<file path="config.mk">
export PLATFORM = sky130hd
export DESIGN_NAME = fpc_host
export DESIGN_NICKNAME = d
export VERILOG_FILES = /design/src/core/fpc_pkg.sv /design/src/core/fpc_host.sv
export SDC_FILE = /design/constraint.sdc
export NUM_CORES = 1
export LEC_CHECK = 0
export BUFFER_PORTS_ARGS = -buffer_cell sky130_fd_sc_hd__buf_2
export CORE_ASPECT_RATIO = 1.75
export CORE_UTILIZATION = 33
export DETAILED_ROUTE_END_ITERATION = 6
export PLACE_DENSITY = 0.61
export RECOVER_POWER = 25
export SLEW_MARGIN = 20
export SYNTH_ARGS = -nofsm -noshare
export SYNTH_HDL_FRONTEND = slang
export SYNTH_SLANG_ARGS = --single-unit
</file>
<file path="constraint.sdc">
create_clock -name mclk -period 4.1 [get_ports mclk]
set_input_delay 0.41 -clock mclk [delete_from_list [all_inputs] [get_ports mclk]]
set_output_delay 0.41 -clock mclk [all_outputs]
set_load 0.05 [all_outputs]
</file>
<file path="src/core/fpc_pkg.sv">
// Purpose: constants, types and carriers of the flash page command host
// Assumes: 100 MHz mclk; byte-wide strobed flash link
// Notes: timing counts derive from the ns figures and the clock rate
package fpc_pkg;
    // clock and link timing
    localparam int CLK_MHZ = 100;
    localparam int T_STROBE_LOW_NS = 30; // least strobe low time
    localparam int T_STROBE_HIGH_NS = 20; // least strobe high time
    localparam int T_BUSY_WAIT_NS = 100; // least wait before busy sampled
    localparam int T_STROBE_LOW_CYC = (T_STROBE_LOW_NS * CLK_MHZ + 999) / 1000;
    localparam int T_STROBE_HIGH_CYC =
        (T_STROBE_HIGH_NS * CLK_MHZ + 999) / 1000;
    localparam int T_BUSY_WAIT_CYC = (T_BUSY_WAIT_NS * CLK_MHZ + 999) / 1000;
    localparam int CNT_W = 8;
    // partial program limit per page
    localparam logic [3:0] MAX_PARTIAL = 4'h8;
    // command codes
    localparam logic [7:0] CMD_READ = 8'h00;
    localparam logic [7:0] CMD_READ_GO = 8'h30;
    localparam logic [7:0] CMD_MB_GO = 8'h31;
    localparam logic [7:0] CMD_COL_OUT = 8'h05;
    localparam logic [7:0] CMD_PAGE_OUT = 8'h06;
    localparam logic [7:0] CMD_OUT_GO = 8'hE0;
    localparam logic [7:0] CMD_PROG = 8'h80;
    localparam logic [7:0] CMD_COL_IN = 8'h85;
    localparam logic [7:0] CMD_PROG_GO = 8'h10;
    // address byte layout: column low, column high, row low, row high
    localparam int COL_W = 12;
    localparam int PAGE_W = 14;
    localparam int BANK_W = 2;
    localparam int LEN_W = 12;
    localparam logic [1:0] ADDR_LAST_COL = 2'h1;
    localparam logic [1:0] ADDR_LAST_ROW = 2'h3;
    // requested operations
    typedef enum logic [2:0] {
        FPC_OP_READ = 3'h0,
        FPC_OP_MB_LOAD = 3'h1,
        FPC_OP_MB_GO = 3'h2,
        FPC_OP_PAGE_OUT = 3'h3,
        FPC_OP_COL_OUT = 3'h4,
        FPC_OP_PROG_LOAD = 3'h5,
        FPC_OP_COL_IN = 3'h6,
        FPC_OP_PROG_GO = 3'h7
    } fpc_op_t;
    // one request from the user side
    typedef struct packed {
        fpc_op_t op;
        logic [BANK_W-1:0] bank;
        logic [PAGE_W-1:0] page;
        logic [COL_W-1:0] col;
        logic [LEN_W-1:0] len;
        logic erased;
    } fpc_req_t;
    // pins driven toward the flash
    typedef struct packed {
        logic ce_n;
        logic cle;
        logic ale;
        logic we_n;
        logic read_strobe_n;
        logic io_oe;
        logic [7:0] io_out;
    } fpc_pins_t;
endpackage

</file>
<file path="src/core/fpc_host.sv">
// Purpose: host sequencer for page read, multi-bank read and page program
// Assumes: one clock mclk, asynchronous active-high rst
// Notes: one request at a time; data bytes stream through wr_/rd_ ports
//
// Operation
// read is 00h, four address bytes, 30h; device then goes busy.
// after ready, each read strobe fall yields the next byte.
// device pre-loads following three bank pages on a first read.
// host fetches pre-loaded pages with the page-data-out command.
// column jump during read output is 05h, two column bytes, E0h.
// device accepts column jumps in any order, repeatedly.
// multi-bank setup is 00h plus four address bytes per bank.
// device keeps only the latest page address given per bank.
// 31h closes multi-bank setup and starts the array transfers.
// bank output is selected by 06h, four address bytes, E0h.
// device allows any loaded bank to be read again repeatedly.
// column jump in multi-bank output is 05h, two columns, E0h.
// program is 80h, four address bytes, then data bytes.
// 10h confirms program and starts automatic programming.
// host programs only pages known to be erased; after reset the code also accepts bank 0 page 0 with erased low.
// host programs one page at most eight times before erase.
// 85h with two column bytes redirects program data input.
// at least one data byte follows each input redirection.
// commands use cle, addresses ale, data neither, on we_n rise.
// device busy during transfers; host reads nothing until ready.
`timescale 1ns/1ns
module fpc_host #(
    parameter int T_LOW = fpc_pkg::T_STROBE_LOW_CYC,
    parameter int T_HIGH = fpc_pkg::T_STROBE_HIGH_CYC,
    parameter int T_WB = fpc_pkg::T_BUSY_WAIT_CYC
) (
    input wire logic mclk,
    input wire logic rst,
    input wire logic req_valid,
    input wire fpc_pkg::fpc_req_t req,
    output logic req_ready,
    input wire logic [7:0] wr_data,
    input wire logic wr_valid,
    output logic wr_ready,
    output logic [7:0] rd_data,
    output logic rd_valid,
    output logic done,
    output logic err,
    output fpc_pkg::fpc_pins_t pins,
    input wire logic [7:0] io_in,
    input wire logic rb_n
);
    // refuse counts the counter cannot hold
    if (T_LOW < 1 || T_HIGH < 1 || T_WB < 1 || T_LOW > 255 ||
        T_HIGH > 255 || T_WB > 255) begin : g_bad_timing
        $error("fpc_host: timing counts must lie in 1..255");
    end

    localparam logic [7:0] LOW_M1 = 8'(T_LOW - 1);
    localparam logic [7:0] HIGH_M1 = 8'(T_HIGH - 1);
    localparam logic [7:0] WB_M1 = 8'(T_WB - 1);

    typedef enum logic [5:0] {
        ST_IDLE = 6'b00_0001,
        ST_CMD1 = 6'b00_0010,
        ST_ADDR = 6'b00_0100,
        ST_CMD2 = 6'b00_1000,
        ST_WAITB = 6'b01_0000,
        ST_DATA = 6'b10_0000
    } fpc_state_t;
    typedef enum logic [2:0] {
        PH_SU = 3'b001,
        PH_LO = 3'b010,
        PH_HI = 3'b100
    } fpc_phase_t;

    fpc_state_t state, next_state;
    fpc_phase_t ph, next_ph;
    fpc_pkg::fpc_req_t cur, next_cur;
    fpc_pkg::fpc_pins_t next_pins;
    logic [7:0] cnt, next_cnt;
    logic [1:0] aidx, next_aidx;
    logic [fpc_pkg::LEN_W-1:0] bcnt, next_bcnt;
    logic [2:0] rb_q;
    logic rb_ok, next_rb_ok;
    logic prog_open, next_prog_open;
    logic [3:0] prog_cnt, next_prog_cnt;
    logic [15:0] prog_row, next_prog_row;
    logic next_req_ready, next_wr_ready, next_rd_valid, next_done, next_err;
    logic [7:0] next_rd_data;
    // decoded shape of the current operation
    logic [7:0] c1, c2;
    logic has_addr, last_col, has_c2, wait_busy, dir_rd, dir_wr;
    logic [15:0] row;

    // operation shape of the held request
    always_comb begin
        c1 = fpc_pkg::CMD_READ;
        c2 = fpc_pkg::CMD_OUT_GO;
        has_addr = 1'b1;
        last_col = 1'b0;
        has_c2 = 1'b0;
        wait_busy = 1'b0;
        dir_rd = 1'b0;
        dir_wr = 1'b0;
        row = {cur.bank, cur.page};
        case (cur.op)
            fpc_pkg::FPC_OP_READ: begin
                c2 = fpc_pkg::CMD_READ_GO;
                has_c2 = 1'b1;
                wait_busy = 1'b1;
                dir_rd = 1'b1;
            end
            fpc_pkg::FPC_OP_MB_LOAD: ; // one bank per request
            fpc_pkg::FPC_OP_MB_GO: begin
                c1 = fpc_pkg::CMD_MB_GO;
                has_addr = 1'b0;
                wait_busy = 1'b1;
            end
            fpc_pkg::FPC_OP_PAGE_OUT: begin
                c1 = fpc_pkg::CMD_PAGE_OUT;
                has_c2 = 1'b1;
                dir_rd = 1'b1;
            end
            fpc_pkg::FPC_OP_COL_OUT: begin
                c1 = fpc_pkg::CMD_COL_OUT;
                last_col = 1'b1;
                has_c2 = 1'b1;
                dir_rd = 1'b1;
            end
            fpc_pkg::FPC_OP_PROG_LOAD: begin
                c1 = fpc_pkg::CMD_PROG;
                dir_wr = 1'b1;
            end
            fpc_pkg::FPC_OP_COL_IN: begin
                c1 = fpc_pkg::CMD_COL_IN;
                last_col = 1'b1;
                dir_wr = 1'b1;
            end
            fpc_pkg::FPC_OP_PROG_GO: begin
                c1 = fpc_pkg::CMD_PROG_GO;
                has_addr = 1'b0;
                wait_busy = 1'b1;
            end
            default: ;
        endcase
    end

    // sequencer next values
    always_comb begin
        logic slot_end;
        logic after_cmd;
        logic to_data;
        logic legal;
        slot_end = 1'b0;
        after_cmd = 1'b0;
        to_data = 1'b0;
        legal = 1'b1;
        next_state = state;
        next_ph = ph;
        next_cur = cur;
        next_pins = pins;
        next_cnt = cnt;
        next_aidx = aidx;
        next_bcnt = bcnt;
        next_prog_open = prog_open;
        next_prog_cnt = prog_cnt;
        next_prog_row = prog_row;
        next_rd_data = rd_data;
        next_rd_valid = 1'b0;
        next_done = 1'b0;
        next_err = 1'b0;
        next_wr_ready = 1'b0;
        // busy input counts once the last two stages agree
        next_rb_ok = (rb_q[1] == rb_q[2]) ? rb_q[2] : rb_ok;
        case (state)
            ST_IDLE: begin
                if (req_valid) begin
                    case (req.op)
                        fpc_pkg::FPC_OP_PROG_LOAD:
                            legal = req.erased ||
                                ({req.bank, req.page} == prog_row &&
                                 prog_cnt < fpc_pkg::MAX_PARTIAL);
                        fpc_pkg::FPC_OP_COL_IN:
                            legal = prog_open && (req.len != '0);
                        fpc_pkg::FPC_OP_PROG_GO: legal = prog_open;
                        default: legal = 1'b1;
                    endcase
                    next_err = !legal;
                    if (legal) begin
                        next_cur = req;
                        next_state = ST_CMD1;
                        next_ph = PH_SU;
                        next_pins.ce_n = 1'b0;
                        if (req.op == fpc_pkg::FPC_OP_PROG_LOAD) begin
                            next_prog_open = 1'b1;
                            next_prog_row = {req.bank, req.page};
                            if (req.erased) begin
                                next_prog_cnt = 4'h0;
                            end
                        end
                        if (req.op == fpc_pkg::FPC_OP_PROG_GO) begin
                            next_prog_open = 1'b0;
                            next_prog_cnt = prog_cnt + 4'h1;
                        end
                    end
                end
            end
            ST_CMD1, ST_ADDR, ST_CMD2, ST_DATA: begin
                case (ph)
                    PH_SU: begin
                        if (!(state == ST_DATA && dir_wr)) begin
                            next_ph = PH_LO;
                            next_cnt = LOW_M1;
                            next_pins.we_n = dir_rd && state == ST_DATA;
                            next_pins.read_strobe_n =
                                !(dir_rd && state == ST_DATA);
                        end else if (wr_valid && wr_ready) begin
                            next_pins.io_out = wr_data;
                            next_pins.we_n = 1'b0;
                            next_ph = PH_LO;
                            next_cnt = LOW_M1;
                        end else begin
                            next_wr_ready = 1'b1;
                        end
                    end
                    PH_LO: begin
                        if (cnt != 8'h00) begin
                            next_cnt = cnt - 8'h01;
                        end else begin
                            next_pins.we_n = 1'b1; // latch on rise
                            next_pins.read_strobe_n = 1'b1;
                            if (state == ST_DATA && dir_rd) begin
                                next_rd_data = io_in;
                                next_rd_valid = 1'b1;
                            end
                            next_ph = PH_HI;
                            next_cnt = HIGH_M1;
                        end
                    end
                    PH_HI: begin
                        if (cnt != 8'h00) begin
                            next_cnt = cnt - 8'h01;
                        end else begin
                            slot_end = 1'b1;
                        end
                    end
                    default: next_ph = PH_SU;
                endcase
            end
            ST_WAITB: begin
                if (cnt != 8'h00) begin
                    next_cnt = cnt - 8'h01;
                end else if (rb_ok) begin
                    to_data = 1'b1;
                end
            end
            default: next_state = ST_IDLE;
        endcase
        // advance after a finished byte slot
        if (slot_end) begin
            next_ph = PH_SU;
            case (state)
                ST_CMD1: begin
                    if (has_addr) begin
                        next_state = ST_ADDR;
                        next_aidx = 2'h0;
                    end else begin
                        after_cmd = 1'b1;
                    end
                end
                ST_ADDR: begin
                    if (aidx != (last_col ? fpc_pkg::ADDR_LAST_COL
                                          : fpc_pkg::ADDR_LAST_ROW)) begin
                        next_aidx = aidx + 2'h1;
                    end else if (has_c2) begin
                        next_state = ST_CMD2;
                    end else begin
                        after_cmd = 1'b1;
                    end
                end
                ST_CMD2: after_cmd = 1'b1;
                default: begin
                    next_bcnt = bcnt - 1'b1;
                    if (bcnt == 12'h001) begin
                        next_state = ST_IDLE;
                    end
                end
            endcase
        end
        if (after_cmd) begin
            if (wait_busy) begin
                next_state = ST_WAITB;
                next_cnt = WB_M1;
            end else begin
                to_data = 1'b1;
            end
        end
        if (to_data) begin
            next_bcnt = cur.len;
            next_ph = PH_SU;
            next_state = ((dir_rd || dir_wr) && cur.len != '0) ? ST_DATA
                                                               : ST_IDLE;
        end
        // set up the pins of the coming slot
        next_pins.cle = 1'b0;
        next_pins.ale = 1'b0;
        next_pins.io_oe = 1'b0;
        if (next_state == ST_CMD1 || next_state == ST_CMD2) begin
            next_pins.cle = 1'b1;
            next_pins.io_oe = 1'b1;
            if (next_ph == PH_SU) begin
                next_pins.io_out = (next_state == ST_CMD1) ? c1 : c2;
                if (state == ST_IDLE) begin
                    next_pins.io_out = 8'h00; // patched below from req
                end
            end
        end else if (next_state == ST_ADDR) begin
            next_pins.ale = 1'b1;
            next_pins.io_oe = 1'b1;
            case (next_aidx)
                2'h0: next_pins.io_out = cur.col[7:0];
                2'h1: next_pins.io_out = {4'h0, cur.col[11:8]};
                2'h2: next_pins.io_out = row[7:0];
                default: next_pins.io_out = row[15:8];
            endcase
        end else if (next_state == ST_DATA) begin
            next_pins.io_oe = dir_wr;
        end
        if (next_state == ST_IDLE && state != ST_IDLE) begin
            next_pins.ce_n = 1'b1;
            next_done = 1'b1;
        end
        next_req_ready = (next_state == ST_IDLE);
    end

    // first command byte comes from the new request, not the held one
    logic [7:0] start_code;
    always_comb begin
        case (req.op)
            fpc_pkg::FPC_OP_MB_GO: start_code = fpc_pkg::CMD_MB_GO;
            fpc_pkg::FPC_OP_PAGE_OUT: start_code = fpc_pkg::CMD_PAGE_OUT;
            fpc_pkg::FPC_OP_COL_OUT: start_code = fpc_pkg::CMD_COL_OUT;
            fpc_pkg::FPC_OP_PROG_LOAD: start_code = fpc_pkg::CMD_PROG;
            fpc_pkg::FPC_OP_COL_IN: start_code = fpc_pkg::CMD_COL_IN;
            fpc_pkg::FPC_OP_PROG_GO: start_code = fpc_pkg::CMD_PROG_GO;
            default: start_code = fpc_pkg::CMD_READ;
        endcase
    end

    // registers
    always_ff @(posedge mclk or posedge rst) begin
        if (rst) begin
            state <= ST_IDLE;
            ph <= PH_SU;
            cur <= '0;
            pins <= '{ce_n: 1'b1, cle: 1'b0, ale: 1'b0, we_n: 1'b1,
                      read_strobe_n: 1'b1, io_oe: 1'b0, io_out: 8'h00};
            cnt <= 8'h00;
            aidx <= 2'h0;
            bcnt <= '0;
            rb_q <= 3'h0;
            rb_ok <= 1'b0;
            prog_open <= 1'b0;
            prog_cnt <= 4'h0;
            prog_row <= 16'h0000;
            req_ready <= 1'b1;
            wr_ready <= 1'b0;
            rd_data <= 8'h00;
            rd_valid <= 1'b0;
            done <= 1'b0;
            err <= 1'b0;
        end else begin
            state <= next_state;
            ph <= next_ph;
            cur <= next_cur;
            pins <= next_pins;
            if (state == ST_IDLE && next_state == ST_CMD1) begin
                pins.io_out <= start_code;
            end
            cnt <= next_cnt;
            aidx <= next_aidx;
            bcnt <= next_bcnt;
            rb_q <= {rb_q[1:0], rb_n};
            rb_ok <= next_rb_ok;
            prog_open <= next_prog_open;
            prog_cnt <= next_prog_cnt;
            prog_row <= next_prog_row;
            req_ready <= next_req_ready;
            wr_ready <= next_wr_ready;
            rd_data <= next_rd_data;
            rd_valid <= next_rd_valid;
            done <= next_done;
            err <= next_err;
        end
    end

    // checks
    chk_latch_exclusive: assert property (@(posedge mclk) disable iff (rst)
        !pins.we_n |-> !pins.ce_n && !(pins.cle && pins.ale))
        else $error("write strobe with bad latch levels");
    chk_read_confirm: assert property (@(posedge mclk) disable iff (rst)
        state == ST_CMD2 && cur.op == fpc_pkg::FPC_OP_READ && !pins.we_n
        |-> pins.io_out == fpc_pkg::CMD_READ_GO)
        else $error("read not confirmed with 30h");
    chk_no_read_busy: assert property (@(posedge mclk) disable iff (rst)
        $fell(pins.read_strobe_n) |-> rb_ok && !pins.io_oe)
        else $error("read strobe while busy or driving");
    chk_strobe_width: assert property (@(posedge mclk) disable iff (rst)
        $fell(pins.read_strobe_n) |-> !pins.read_strobe_n[*3])
        else $error("read strobe low too short");
    chk_jump_confirm: assert property (@(posedge mclk) disable iff (rst)
        state == ST_CMD2 && cur.op == fpc_pkg::FPC_OP_COL_OUT && !pins.we_n
        |-> pins.io_out == fpc_pkg::CMD_OUT_GO && $past(aidx) == 2'h1)
        else $error("column jump not closed by E0h");
    chk_addr_four: assert property (@(posedge mclk) disable iff (rst)
        $fell(state == ST_ADDR) && cur.op == fpc_pkg::FPC_OP_MB_LOAD
        |-> $past(aidx) == 2'h3)
        else $error("bank setup without four address bytes");
    chk_prog_erased: assert property (@(posedge mclk) disable iff (rst)
        state == ST_IDLE && req_valid && !req.erased &&
        req.op == fpc_pkg::FPC_OP_PROG_LOAD &&
        {req.bank, req.page} != prog_row |=> err)
        else $error("program of unknown page not refused");
    chk_prog_limit: assert property (@(posedge mclk) disable iff (rst)
        prog_cnt <= fpc_pkg::MAX_PARTIAL)
        else $error("page programmed more than allowed");
    chk_redirect_byte: assert property (@(posedge mclk) disable iff (rst)
        $rose(state == ST_CMD1) && cur.op == fpc_pkg::FPC_OP_COL_IN
        |-> cur.len != '0)
        else $error("redirection without data byte");
    chk_prog_confirm: assert property (@(posedge mclk) disable iff (rst)
        $rose(state == ST_WAITB) && cur.op == fpc_pkg::FPC_OP_PROG_GO
        |-> $past(pins.io_out, 2) == fpc_pkg::CMD_PROG_GO)
        else $error("program wait without 10h");
endmodule // fpc_host

</file>
==> impl_summary.log, run 1 <==
INFO  metric irDropWorstVdd = 0.508 mV
INFO  metric layout-drive-gt1-share = 0.312
INFO  metric setup_ws = 0.670 ns
INFO  metric cap_violations = 1
INFO  metric setup_viol_count_final = 0
INFO  metric hold_path_class = input port to flop
INFO  metric whs = 0.0914 ns
INFO  metric worstSetupEndpointType = flop
INFO  metric design.final.nets = 804
INFO  metric worstPathRequired = 4.41 ns
INFO  metric wl_per_cell = 17.5 um
INFO  metric critPathArrivalTime = 3.74 ns
INFO  metric clk_latency = 0.43 ns
INFO  metric gr-total-overflow = 0
INFO  metric row_count = 68
INFO  metric first_iter_violations = 171
INFO  metric tightest_slew = 1.61 ns
INFO  metric tritoncts_clock_tree = done
INFO  metric postCtsSetupRepairBufs = 0
INFO  metric cts-buffers-inserted = 17
INFO  metric placeableCoreArea = 19900 sq um
INFO  metric floorplan.die.height = 191 um
INFO  metric max-slew-margin-rel = -0.0751
INFO  metric antenna_found_initial = 0
INFO  metric rrSetupSlack = 0.67 ns
INFO  metric maxSlewViolCount = 116
INFO  metric vias_in_the_first_global_route = 5497
INFO  metric critical-path-max-stage-delay = 0.58 ns
INFO  metric drc = 0
INFO  metric yosysUniqueCellTypes = 88
INFO  metric drtAntennaViolNets = 0
INFO  metric synth.yosys.seq_area_share = 0.468
INFO  metric layout_min_cycle_time = 3.43 ns
INFO  metric layout.core_utilization = 0.404
INFO  metric mappedNetlistArea = 6750 sq um
INFO  metric outcome = complete, but fails checks
INFO  metric min_delay_path_depth = 1
INFO  metric fmax = 292 MHz
INFO  metric slowest_stage_cell_crit_path = sky130_fd_sc_hd__a211oi_4
INFO  metric grt_start_max_net_pins = 116
INFO  metric layout.cells.most_common = sky130_fd_sc_hd__dfrtp_1
INFO  metric worst_r2r_endpoint = pins[7]
INFO  metric timing.critical_path.from_type = flop
INFO  metric yosys_warnings = 0
INFO  metric cp_cell_sequence = inv_1 -> ha_1 -> or4b_4 -> nor2_8 -> inv_4 -> or3_4 -> a211oi_4 -> mux2_2 -> a22oi_1 -> nor2_1 -> or3_1
INFO  metric cts_htree_levels = 4
INFO  metric final_report_hold_violation_count = 0
INFO  metric postSynth.asyncResetShare = 1.00
INFO  metric routed-via-count = 5231
INFO  metric layout_worst_path_cycle_share = 0.837
INFO  metric antenna_diode_count = 0
INFO  metric first_pass_iters = 4
INFO  metric detailed_place_hpwl = 13100 um
INFO  metric p_leak = 3.58 nW
INFO  metric tns = 0 ns
INFO  metric route.detailed.vias_per_inst = 5.27
INFO  metric power_density = 662 nW/um^2
INFO  metric die_width = 110 um
INFO  metric cts-root-to-sink-buffers = 2
INFO  metric initial_utilization = 0.339
INFO  metric syn_inst = 638
INFO  metric worst_hold_startpoint = rb_n
INFO  metric fin_worst_skew = 0.00844 ns
INFO  metric final_cell_mix = 120 x sky130_fd_sc_hd__dfrtp_1, 87 x sky130_fd_sc_hd__buf_2, 67 x sky130_fd_sc_hd__mux2_2
INFO  metric reg2regPathDepth = 11
INFO  metric wire_length_of_the_first_global_routing_pass = 28300 um
INFO  metric crit_fanout = 9
INFO  metric grt_setup_unrepaired = false
INFO  metric placement.io_buffers = 91
INFO  metric synthToLayoutAreaGrowth = 19.2%
INFO  metric clock_slew_at_the_register_clock_pins_of_the_worst_setup_and_hold_paths = 0.06 ns
INFO  metric post_cts_resize_count = 0
INFO  metric synth_seq_cells = 126
INFO  metric io_pins = 92
INFO  metric cts-root-buf = sky130_fd_sc_hd__clkbuf_16
INFO  metric gpl.final_weighted_congestion = 0.855
INFO  metric failing_checks = capacitance limit, slew limit
INFO  metric dpl_worst_slack = 0.663 ns
INFO  metric post_synth.cell_area_avg = 10.6 sq um
INFO  metric crit_type = flop to flop
INFO  metric numClockSinks = 126
INFO  metric synth_enable_flop_cells = 0
INFO  metric die_area = 21000 sq um
INFO  metric global_route.usage.total = 0.181
INFO  metric r2r-start = cnt[0]
INFO  metric syn_nets = 708
INFO  metric postSynth.topFlopCell = sky130_fd_sc_hd__dfrtp_1
INFO  metric totalWireLength = 17400 um
INFO  metric timing.hold.worst_endpoint = rb_q[0]
INFO  metric worstSetupStartpoint = cnt[0]
==> kinds of logic after synthesis <==
logic type	Yosys count	synth area share
fa+ha+maj	6	0.0108
flops	126	0.468
mux	85	0.139
buf+inv	41	0.0293
simple gates	212	0.175
xor+xnor	30	0.0389
compound gates	138	0.139
==> flip-flops by register name, summed over array words and instances (netlist names), 2 cells and up <==
| register | flops |
|---|---|
| aidx | 2 |
| bcnt | 12 |
| cnt | 8 |
| cur | 43 |
| ph | 3 |
| pins | 14 |
| prog_cnt | 4 |
| prog_row | 16 |
| rb_q | 3 |
| rd_data | 8 |
| state | 6 |
==> cells in the mapped netlist (4+ instances only) <==
cell,number,area share
sky130_fd_sc_hd__o21a_1,7,0.0078
sky130_fd_sc_hd__and2_1,6,0.0056
sky130_fd_sc_hd__nand2b_1,7,0.0065
sky130_fd_sc_hd__a21oi_1,23,0.017
sky130_fd_sc_hd__dfrtp_1,120,0.44
sky130_fd_sc_hd__nand2_1,50,0.028
sky130_fd_sc_hd__nor3_1,13,0.0096
sky130_fd_sc_hd__nand3_1,13,0.0096
sky130_fd_sc_hd__xnor2_1,9,0.012
sky130_fd_sc_hd__nor4_1,14,0.013
sky130_fd_sc_hd__nor2b_1,8,0.0074
sky130_fd_sc_hd__dfstp_2,6,0.023
sky130_fd_sc_hd__a211oi_1,4,0.0044
sky130_fd_sc_hd__nor2_1,53,0.029
sky130_fd_sc_hd__mux2_2,67,0.11
sky130_fd_sc_hd__clkbuf_1,13,0.0072
sky130_fd_sc_hd__buf_2,4,0.0030
sky130_fd_sc_hd__ha_1,5,0.0093
sky130_fd_sc_hd__o211ai_1,12,0.013
sky130_fd_sc_hd__xor2_1,21,0.027
sky130_fd_sc_hd__inv_1,16,0.0089
sky130_fd_sc_hd__a31oi_1,12,0.011
sky130_fd_sc_hd__a21o_1,5,0.0056
sky130_fd_sc_hd__o21ai_0,34,0.025
sky130_fd_sc_hd__mux2i_1,16,0.024
==> critical path: cells and delay by family (launching register included) <==
kind	cells	cell delay (ns)
buffers and inverters	2	0.13
multiplexers	1	0.40
AND/OR/NAND/NOR	5	1.46
adder cells (fa/ha/maj)	1	0.21
flip-flops	1	0.40
AO/OA/AOI/OAI	2	0.72
==> area by class of cell <==
| cell class | instances | area [sq um] |
|---|---|---|
| Fill cell | 2007 | 11900 |
| Multi-Input combinational cell | 471 | 3390 |
| Sequential cell | 126 | 3160 |
| Tap cell | 245 | 307 |
| Timing Repair Buffer | 100 | 520 |
| Clock buffer | 20 | 447 |
| Clock inverter | 12 | 144 |
| Inverter | 18 | 71.3 |
==> worst max path at each step <==
stage / slack (ns) / end / cells after the start
final: 0.67 / pins[7] / 11
after global routing: 0.48 / pins[7] / 11
after CTS: 0.65 / pins[7] / 11
after detailed placement: 0.66 / pins[7] / 11
after global placement: 0.70 / pins[7] / 11
after floorplan: 0.34 / aidx[0] / 1
==> power breakdown <==
part	total, W	leakage, nW	internal (W)	switching [W]
Clock	0.00153	0.289	0.000964	0.000563
Combinational	0.00173	1.72	0.000752	0.000973
Sequential	0.00207	1.57	0.00169	0.000383
Total	0.00532	3.58	0.00341	0.00192
==> what timing repair did <==
action / 4_1_cts / 5_1_grt
hold endpoints to repair: 11 / 0
hold buffers: 1 / 0
setup endpoints to repair: 0 / 0
==> per-stage QoR <==
step,instances,power [W],cell area (sq um)
after floorplan,638,0.00335,6750
after global placement,959,0.00380,7460
after detailed placement,959,0.00384,7460
after CTS,992,0.00539,8060
after global routing,992,0.00565,8040
final,992,0.00532,8040
==> routing by layer <==
| metal | share of wire | wire length, um | global-route usage |
|---|---|---|---|
| met1 | 0.37 | 6460 | 0.182 |
| met3 | 0.027 | 476 | 0.0355 |
| met4 | 0.027 | 463 | 0.0835 |
| met5 | 0 | 0 | 0 |
| met2 | 0.57 | 9990 | 0.346 |
Note: power is estimated with default switching activity, not from simulation.
==> run 2: changes to the inputs <==
- clock period: 4.1 -> 3.2 ns (I/O delays scaled with it)
==> run 2 against run 1 <==
Total power up 35%. Largest cell class unchanged. Via count up 2.5%. The run still ends with capacitance limit, slew limit left. Core utilization up 2.0 points.
==> impl_summary.log, run 2 (synthesized netlist as in run 1, its figures left out) <==
INFO  metric outcome = complete, but fails checks
INFO  metric failing_checks = capacitance limit, slew limit
INFO  metric gr-total-overflow = 0 (unchanged)
INFO  metric largest_register_ff_count = 43 (unchanged)
INFO  metric antenna_found_initial = 0 (unchanged)
INFO  metric die_area = 21000 sq um (unchanged)
INFO  metric slowest_stage_cell_crit_path = sky130_fd_sc_hd__or4b_4
INFO  metric global_route.usage.total = 0.185 (+0.00392)
INFO  metric final_cell_mix = 120 x sky130_fd_sc_hd__dfrtp_1, 90 x sky130_fd_sc_hd__buf_2, 67 x sky130_fd_sc_hd__mux2_2
INFO  metric cap_violations = 1 (unchanged)
INFO  metric route.detailed.vias_per_inst = 5.21 (-1.2%)
INFO  metric power_density = 850 nW/um^2 (+28%)
INFO  metric whs = 0.0129 ns (-0.0785 ns)
INFO  metric numClockSinks = 126 (unchanged)
INFO  metric io_pins = 92 (unchanged)
INFO  metric design.final.nets = 842 (+4.7%)
INFO  metric hold_path_class = input port to flop
INFO  metric antenna_diode_count = 0 (unchanged)
INFO  metric cts-root-to-sink-buffers = 2 (unchanged)
INFO  metric row_count = 68 (unchanged)
INFO  metric layout_worst_path_cycle_share = 0.961 (+0.125)
INFO  metric grt_setup_unrepaired = false
INFO  metric critical_path_buf_inv_count = 2 (unchanged)
INFO  metric registers.top_by_ff_count = cur
INFO  metric dpl-instance-area = 7740 sq um (+3.7%)
INFO  metric irDropWorstVdd = 0.492 mV (-3.2%)
INFO  metric sequential_area = 3160 sq um (unchanged)
INFO  metric fmax = 325 MHz (+11%)
INFO  metric timing.critical_path.from_type = flop
INFO  metric max-slew-margin-rel = -0.207 (-0.132)
INFO  metric gpl.final_weighted_congestion = 0.876 (+2.4%)
INFO  metric critical-path-max-stage-delay = 0.51 ns (-0.07 ns)
INFO  metric first_iter_violations = 142 (-17%)
INFO  metric drtAntennaViolNets = 0 (unchanged)
INFO  metric tns = 0 ns (unchanged)
INFO  metric cp_cell_sequence = inv_2 -> ha_4 -> or4b_4 -> nor2_8 -> inv_4 -> or3_4 -> a211oi_4 -> mux2_2 -> a22oi_1 -> nor2_1 -> or3_1
INFO  metric die_width = 110 um (unchanged)
INFO  metric crit_type = flop to flop
INFO  metric placeableCoreArea = 19900 sq um (unchanged)
INFO  metric multi_input_logic_area = 3420 sq um (+0.81%)
INFO  metric floorplan.die.height = 191 um (unchanged)
INFO  metric tritoncts_clock_tree = done
INFO  metric routed-via-count = 5364 (+2.5%)
INFO  metric layout.core_utilization = 0.424 (+0.0199)
INFO  metric initial_utilization = 0.339 (unchanged)
INFO  metric total_power = 0.00717 W (+35%)
INFO  metric vias_in_the_first_global_route = 5604 (+1.9%)
INFO  metric detailed_place_hpwl = 13700 um (+5.1%)
INFO  metric critPathArrivalTime = 3.38 ns (-0.36 ns)
INFO  metric clk_latency = 0.43 ns (about the same)
INFO  metric synthToLayoutAreaGrowth = 25.0%
INFO  metric biggestRegsByFlops = cur (43), prog_row (16), pins (14)
INFO  metric setup_viol_count_final = 0 (unchanged)
INFO  metric grt_start_max_net_pins = 73 (-37%)
INFO  metric postLayoutCellArea = 8440 sq um (+4.9%)
INFO  metric p_leak = 3.82 nW (+6.5%)
INFO  metric worstPathRequired = 3.50 ns (-0.91 ns)
INFO  metric layout_min_cycle_time = 3.08 ns (-0.354 ns)
INFO  metric fin_worst_skew = 0.0102 ns (+0.00181 ns)
INFO  metric wl_per_cell = 17.5 um (-0.31%)
INFO  metric wire_length_of_the_first_global_routing_pass = 29000 um (+2.3%)
INFO  metric cts_htree_levels = 4 (unchanged)
INFO  metric drc = 0 (unchanged)
INFO  metric layout.cells.most_common = sky130_fd_sc_hd__dfrtp_1
INFO  metric worstSetupEndpointType = flop
INFO  metric crit_fanout = 6 (-3)
INFO  metric tightest_slew = 1.81 ns (+0.198 ns)
INFO  metric placement.io_buffers = 91 (unchanged)
INFO  metric first_pass_iters = 4 (unchanged)
INFO  metric layout-drive-gt1-share = 0.353 (+0.0410)
INFO  metric cts-buffers-inserted = 17 (unchanged)
INFO  metric cts-root-buf = sky130_fd_sc_hd__clkbuf_16
INFO  metric cpLargestDelayFamily = simple AND/OR/NAND/NOR gates
INFO  metric rrSetupSlack = 0.12 ns (-0.55 ns)
INFO  metric maxSlewViolCount = 73 (-37%)
INFO  metric final.fill_count = 2017 (+0.50%)
INFO  metric clock_slew_at_the_register_clock_pins_of_the_worst_setup_and_hold_paths = 0.05 ns (about the same)
INFO  metric final_report_hold_violation_count = 0 (unchanged)
INFO  metric totalWireLength = 18000 um (+3.5%)
## run 2: cell types whose count changed in the layout (fill, tap and decap cells not counted), moves of 2 or more
cell / change
sky130_fd_sc_hd__clkinv_2: -4
sky130_fd_sc_hd__clkbuf_8: +2
sky130_fd_sc_hd__bufinv_16: +2
sky130_fd_sc_hd__buf_2: +3
sky130_fd_sc_hd__buf_4: +35
sky130_fd_sc_hd__clkbuf_2: +2
sky130_fd_sc_hd__clkbuf_1: -3
## run 2: through the flow
step / instances / setup WS, ns
detailed placement: 992 / 0.0511
global placement: 992 / 0.123
CTS: 1025 / 0.0477
global route: 1030 / 0.0239
finish: 1030 / 0.123
floorplan: 638 / 0.106
## run 2: repair_timing
item                                    CTS  global route
resized for setup                         0             6
hold buffers                              1             0
endpoints found under the hold margin    10             0
buffers inserted                          0             5
endpoints found under the setup margin    0             7
## run 2: metal layers
metal  vias to the layer above  wire (um)  GRT usage
met5                         -          0          0
li1                       2598          -          -
met3                        60        505     0.0303
met4                         0       1140      0.136
met1                      2590       6510      0.186
met2                       116       9840      0.334
## run 2: final timing paths
kind,startpoint,to,depth (start not counted)
setup / recovery,cnt[0],pins[7],11
hold / removal,rb_n,rb_q[0],1
setup reg to reg,cnt[0],pins[7],11
hold reg to reg,rb_q[0],rb_q[1],0
max in group asynchronous,rst,ph[1],4
min in group asynchronous,rst,cur[2],3
## run 2: cell type report
type / instances / area share
tap: 245 / 0.0363
sequential: 126 / 0.374
clock inverter: 10 / 0.0218
timing repair buffer: 138 / 0.0973
clock buffer: 22 / 0.0562
inverter: 18 / 0.00845
multi-input combinational: 471 / 0.405
## run 2: power by group
part / internal (W) / switching (W)
registers: 0.00217 / 0.000467
clock network: 0.00144 / 0.000716
logic: 0.00107 / 0.00131
total: 0.00468 / 0.00249
==> run 3: changes to the inputs <==
- GPL_TIMING_DRIVEN: default -> 0
- TNS_END_PERCENT: default -> 1
==> run 3 against run 2 <==
The flow still finishes with violations (capacitance limit, slew limit). First-iteration DRC count up 56%. Total power down 2.0%. Count of clock-buffer cells in the layout unchanged. Cell area down 0.68%. Clock power down 8%. Maximum frequency down 1.9%. Final cell count down 1.5%. Combinational power up 5%. Global-route usage up 0.13 points. Via count up 0.30%. Wire length up 0.82%. Largest power group unchanged. Highest routed layer unchanged.
==> impl_summary.log, run 3 (synthesized netlist as in run 1, its figures left out) <==
INFO  metric synthToLayoutAreaGrowth = 24.2%
INFO  metric postLayoutCellArea = 8380 sq um (-0.68%)
INFO  metric drc = 0 (unchanged)
INFO  metric drtAntennaViolNets = 0 (unchanged)
INFO  metric tns = 0 ns (unchanged)
INFO  metric reg2regPathDepth = 12 (+1)
INFO  metric placeableCoreArea = 19900 sq um (unchanged)
INFO  metric critical_path_buf_inv_count = 3 (+1)
INFO  metric tritoncts_clock_tree = done
INFO  metric failing_checks = capacitance limit, slew limit
INFO  metric dpl_worst_slack = -0.293 ns (-0.344 ns)
INFO  metric cts-root-to-sink-buffers = 2 (unchanged)
INFO  metric r2r-start = cnt[1]
INFO  metric first_pass_iters = 4 (unchanged)
INFO  metric met2_usage = 0.342 (+0.00793)
INFO  metric final_report_hold_violation_count = 0 (unchanged)
INFO  metric grtUsageMet3 = 0.0436 (+0.0133)
INFO  metric dpl-instance-area = 7580 sq um (-2.0%)
INFO  metric worstSetupStartpoint = cnt[1]
INFO  metric critPathArrivalTime = 3.44 ns (+0.06 ns)
INFO  metric cpLargestDelayFamily = simple AND/OR/NAND/NOR gates
INFO  metric clk_latency = 0.43 ns (about the same)
INFO  metric total_power = 0.00703 W (-2.0%)
INFO  metric cts-root-buf = sky130_fd_sc_hd__clkbuf_16
INFO  metric outcome = complete, but fails checks
INFO  metric wire_length_of_the_first_global_routing_pass = 28700 um (-0.90%)
INFO  metric layout-drive-gt1-share = 0.339 (-0.0139)
INFO  metric grt-busiest-layer = met2
INFO  metric die_width = 110 um (unchanged)
INFO  metric wl_per_cell = 17.9 um (+2.3%)
INFO  metric maxSlewViolCount = 32 (-56%)
INFO  metric placement.io_buffers = 89 (-2.2%)
INFO  metric irDropWorstVdd = 0.498 mV (+1.2%)
INFO  metric gpl.final_weighted_congestion = 0.899 (+2.7%)
INFO  metric registers.top_by_ff_count = cur
INFO  metric layout_min_cycle_time = 3.14 ns (+0.0612 ns)
INFO  metric cts_htree_levels = 4 (unchanged)
INFO  metric crit_type = flop to flop
INFO  metric power_density = 838 nW/um^2 (-1.4%)
INFO  metric routed-via-count = 5380 (+0.30%)
INFO  metric row_count = 68 (unchanged)
INFO  metric fin_worst_skew = 0.00618 ns (-0.00407 ns)
INFO  metric antenna_diode_count = 0 (unchanged)
INFO  metric initial_utilization = 0.339 (unchanged)
INFO  metric first_iter_violations = 221 (+56%)
INFO  metric timing.critical_path.from_type = flop
INFO  metric grt_start_max_net_pins = 32 (-56%)
INFO  metric layout.cells.most_common = sky130_fd_sc_hd__dfrtp_1
INFO  metric worst_setup_path_endpoint = pins[7]
INFO  metric biggestRegsByFlops = cur (43), prog_row (16), pins (14)
INFO  metric design.final.nets = 827 (-1.8%)
INFO  metric io_pins = 92 (unchanged)
INFO  metric fmax = 319 MHz (-1.9%)
INFO  metric largest_register_ff_count = 43 (unchanged)
INFO  metric cts-buffers-inserted = 17 (unchanged)
INFO  metric clock_slew_at_the_register_clock_pins_of_the_worst_setup_and_hold_paths = 0.06 ns (about the same)
INFO  metric p_leak = 3.70 nW (-3.0%)
INFO  metric floorplan.die.height = 191 um (unchanged)
INFO  metric placed_cells_incl_taps = 976 (-1.6%)
INFO  metric setup_viol_count_final = 0 (unchanged)
INFO  metric final_cell_mix = 120 x sky130_fd_sc_hd__dfrtp_1, 94 x sky130_fd_sc_hd__buf_2, 67 x sky130_fd_sc_hd__mux2_2
INFO  metric cp_cell_sequence = inv_1 -> ha_4 -> or4b_4 -> nor2_8 -> inv_4 -> or3_4 -> a211oi_4 -> buf_6 -> mux2_2 -> a22oi_2 -> nor2_1 -> or3_1
INFO  metric vias_in_the_first_global_route = 5413 (-3.4%)
INFO  metric worstSetupEndpointType = flop
INFO  metric numClockSinks = 126 (unchanged)
INFO  metric worst_r2r_endpoint = pins[7]
INFO  metric multi_input_logic_area = 3560 sq um (+4.0%)
INFO  metric slowest_stage_cell_crit_path = sky130_fd_sc_hd__or4b_4
INFO  metric global_route.usage.total = 0.186 (+0.00130)
INFO  metric detailed_place_hpwl = 14000 um (+1.8%)
INFO  metric tightest_slew = 1.72 ns (-0.0882 ns)
INFO  metric antenna_found_initial = 0 (unchanged)
INFO  metric grt_setup_unrepaired = true
INFO  metric worstPathRequired = 3.50 ns (about the same)
INFO  metric route.detailed.vias_per_inst = 5.30 (+1.8%)
INFO  metric final.fill_count = 1954 (-3.1%)
INFO  metric crit_fanout = 6 (unchanged)
INFO  metric gr-total-overflow = 0 (unchanged)
INFO  metric rrSetupSlack = 0.06 ns (-0.06 ns)
INFO  metric critical-path-max-stage-delay = 0.52 ns (about the same)
INFO  metric sequential_area = 3160 sq um (unchanged)
INFO  metric hold_path_class = input port to flop
INFO  metric cap_violations = 1 (unchanged)
INFO  metric totalWireLength = 18100 um (+0.82%)
INFO  metric fin_cells = 1015 (-1.5%)
INFO  metric max-slew-margin-rel = -0.149 (+0.0588)
INFO  metric setup_ws = 0.0621 ns (-0.0612 ns)
INFO  metric die_area = 21000 sq um (unchanged)
INFO  metric path_depth = 12 (+1)
INFO  metric groute.layer.met1.usage = 0.187 (+0.000938)
INFO  metric layout_worst_path_cycle_share = 0.981 (+0.0191)
-- run 3: changes by cell type in the layout (fill, tap and decap cells not counted), moves of 2 or more --
cell / previous run / this run
sky130_fd_sc_hd__clkbuf_1: 3 / 16
sky130_fd_sc_hd__buf_2: 90 / 94
sky130_fd_sc_hd__clkinv_4: 0 / 2
sky130_fd_sc_hd__nor4_1: 14 / 9
sky130_fd_sc_hd__nor4_2: 0 / 5
sky130_fd_sc_hd__nor2_4: 0 / 2
sky130_fd_sc_hd__clkbuf_2: 2 / 0
sky130_fd_sc_hd__nor3b_1: 3 / 1
sky130_fd_sc_hd__o21ai_2: 1 / 3
sky130_fd_sc_hd__nor4b_1: 2 / 0
sky130_fd_sc_hd__buf_4: 42 / 6
sky130_fd_sc_hd__buf_1: 0 / 2
sky130_fd_sc_hd__bufinv_16: 5 / 3
-- run 3: timing repair --
item / in CTS / in global routing
hold endpoints to repair: 19 / 0
pin swaps: 2 / 8
hold buffers: 2 / 0
setup endpoints to repair: 22 / 26
buffers inserted: 2 / 3
gates resized for setup: 9 / 24
-- run 3: routing by layer --
layer / vias up / routed length (um)
met5: - / 0
met4: 0 / 771
met3: 41 / 624
met2: 125 / 10300
met1: 2645 / 6460
li1: 2569 / -
-- run 3: layout make-up --
cell class                 instances  area share
buffer                            23      0.0154
clock buffer                      22      0.0554
tap                              245      0.0366
sequential                       126       0.377
inverter                          18     0.00851
multi-input combinational        471       0.425
clock inverter                    10      0.0164
timing repair buffer             100      0.0661
-- run 3: worst min-delay path by stage --
stage              from          to  slack, ns  cells after the start
2_1_floorplan   rb_q[0]     rb_q[1]       0.33                      0
3_3_place_gp    rb_q[0]     rb_q[1]       0.34                      0
3_5_place_dp    rb_q[0]     rb_q[1]       0.35                      0
4_1_cts        io_in[0]  rd_data[0]       0.10                      2
5_1_grt         req[14]     cur[14]       0.10                      2
6_report       io_in[0]  rd_data[0]       0.12                      2
-- run 3: power breakdown --
| group | total [W] | switching, W | internal [W] |
|---|---|---|---|
| logic | 0.00250 | 0.00145 | 0.00106 |
| clock network | 0.00198 | 0.000720 | 0.00126 |
| registers | 0.00254 | 0.000378 | 0.00216 |
-- run 3: per-stage QoR --
step / util / hold WS [ns]
2_1_floorplan: - / 0.331
5_1_grt: 0.421 / 0.103
6_report: 0.421 / 0.118
4_1_cts: 0.415 / 0.102
3_3_place_gp: 0.377 / 0.339
3_5_place_dp: 0.381 / 0.347
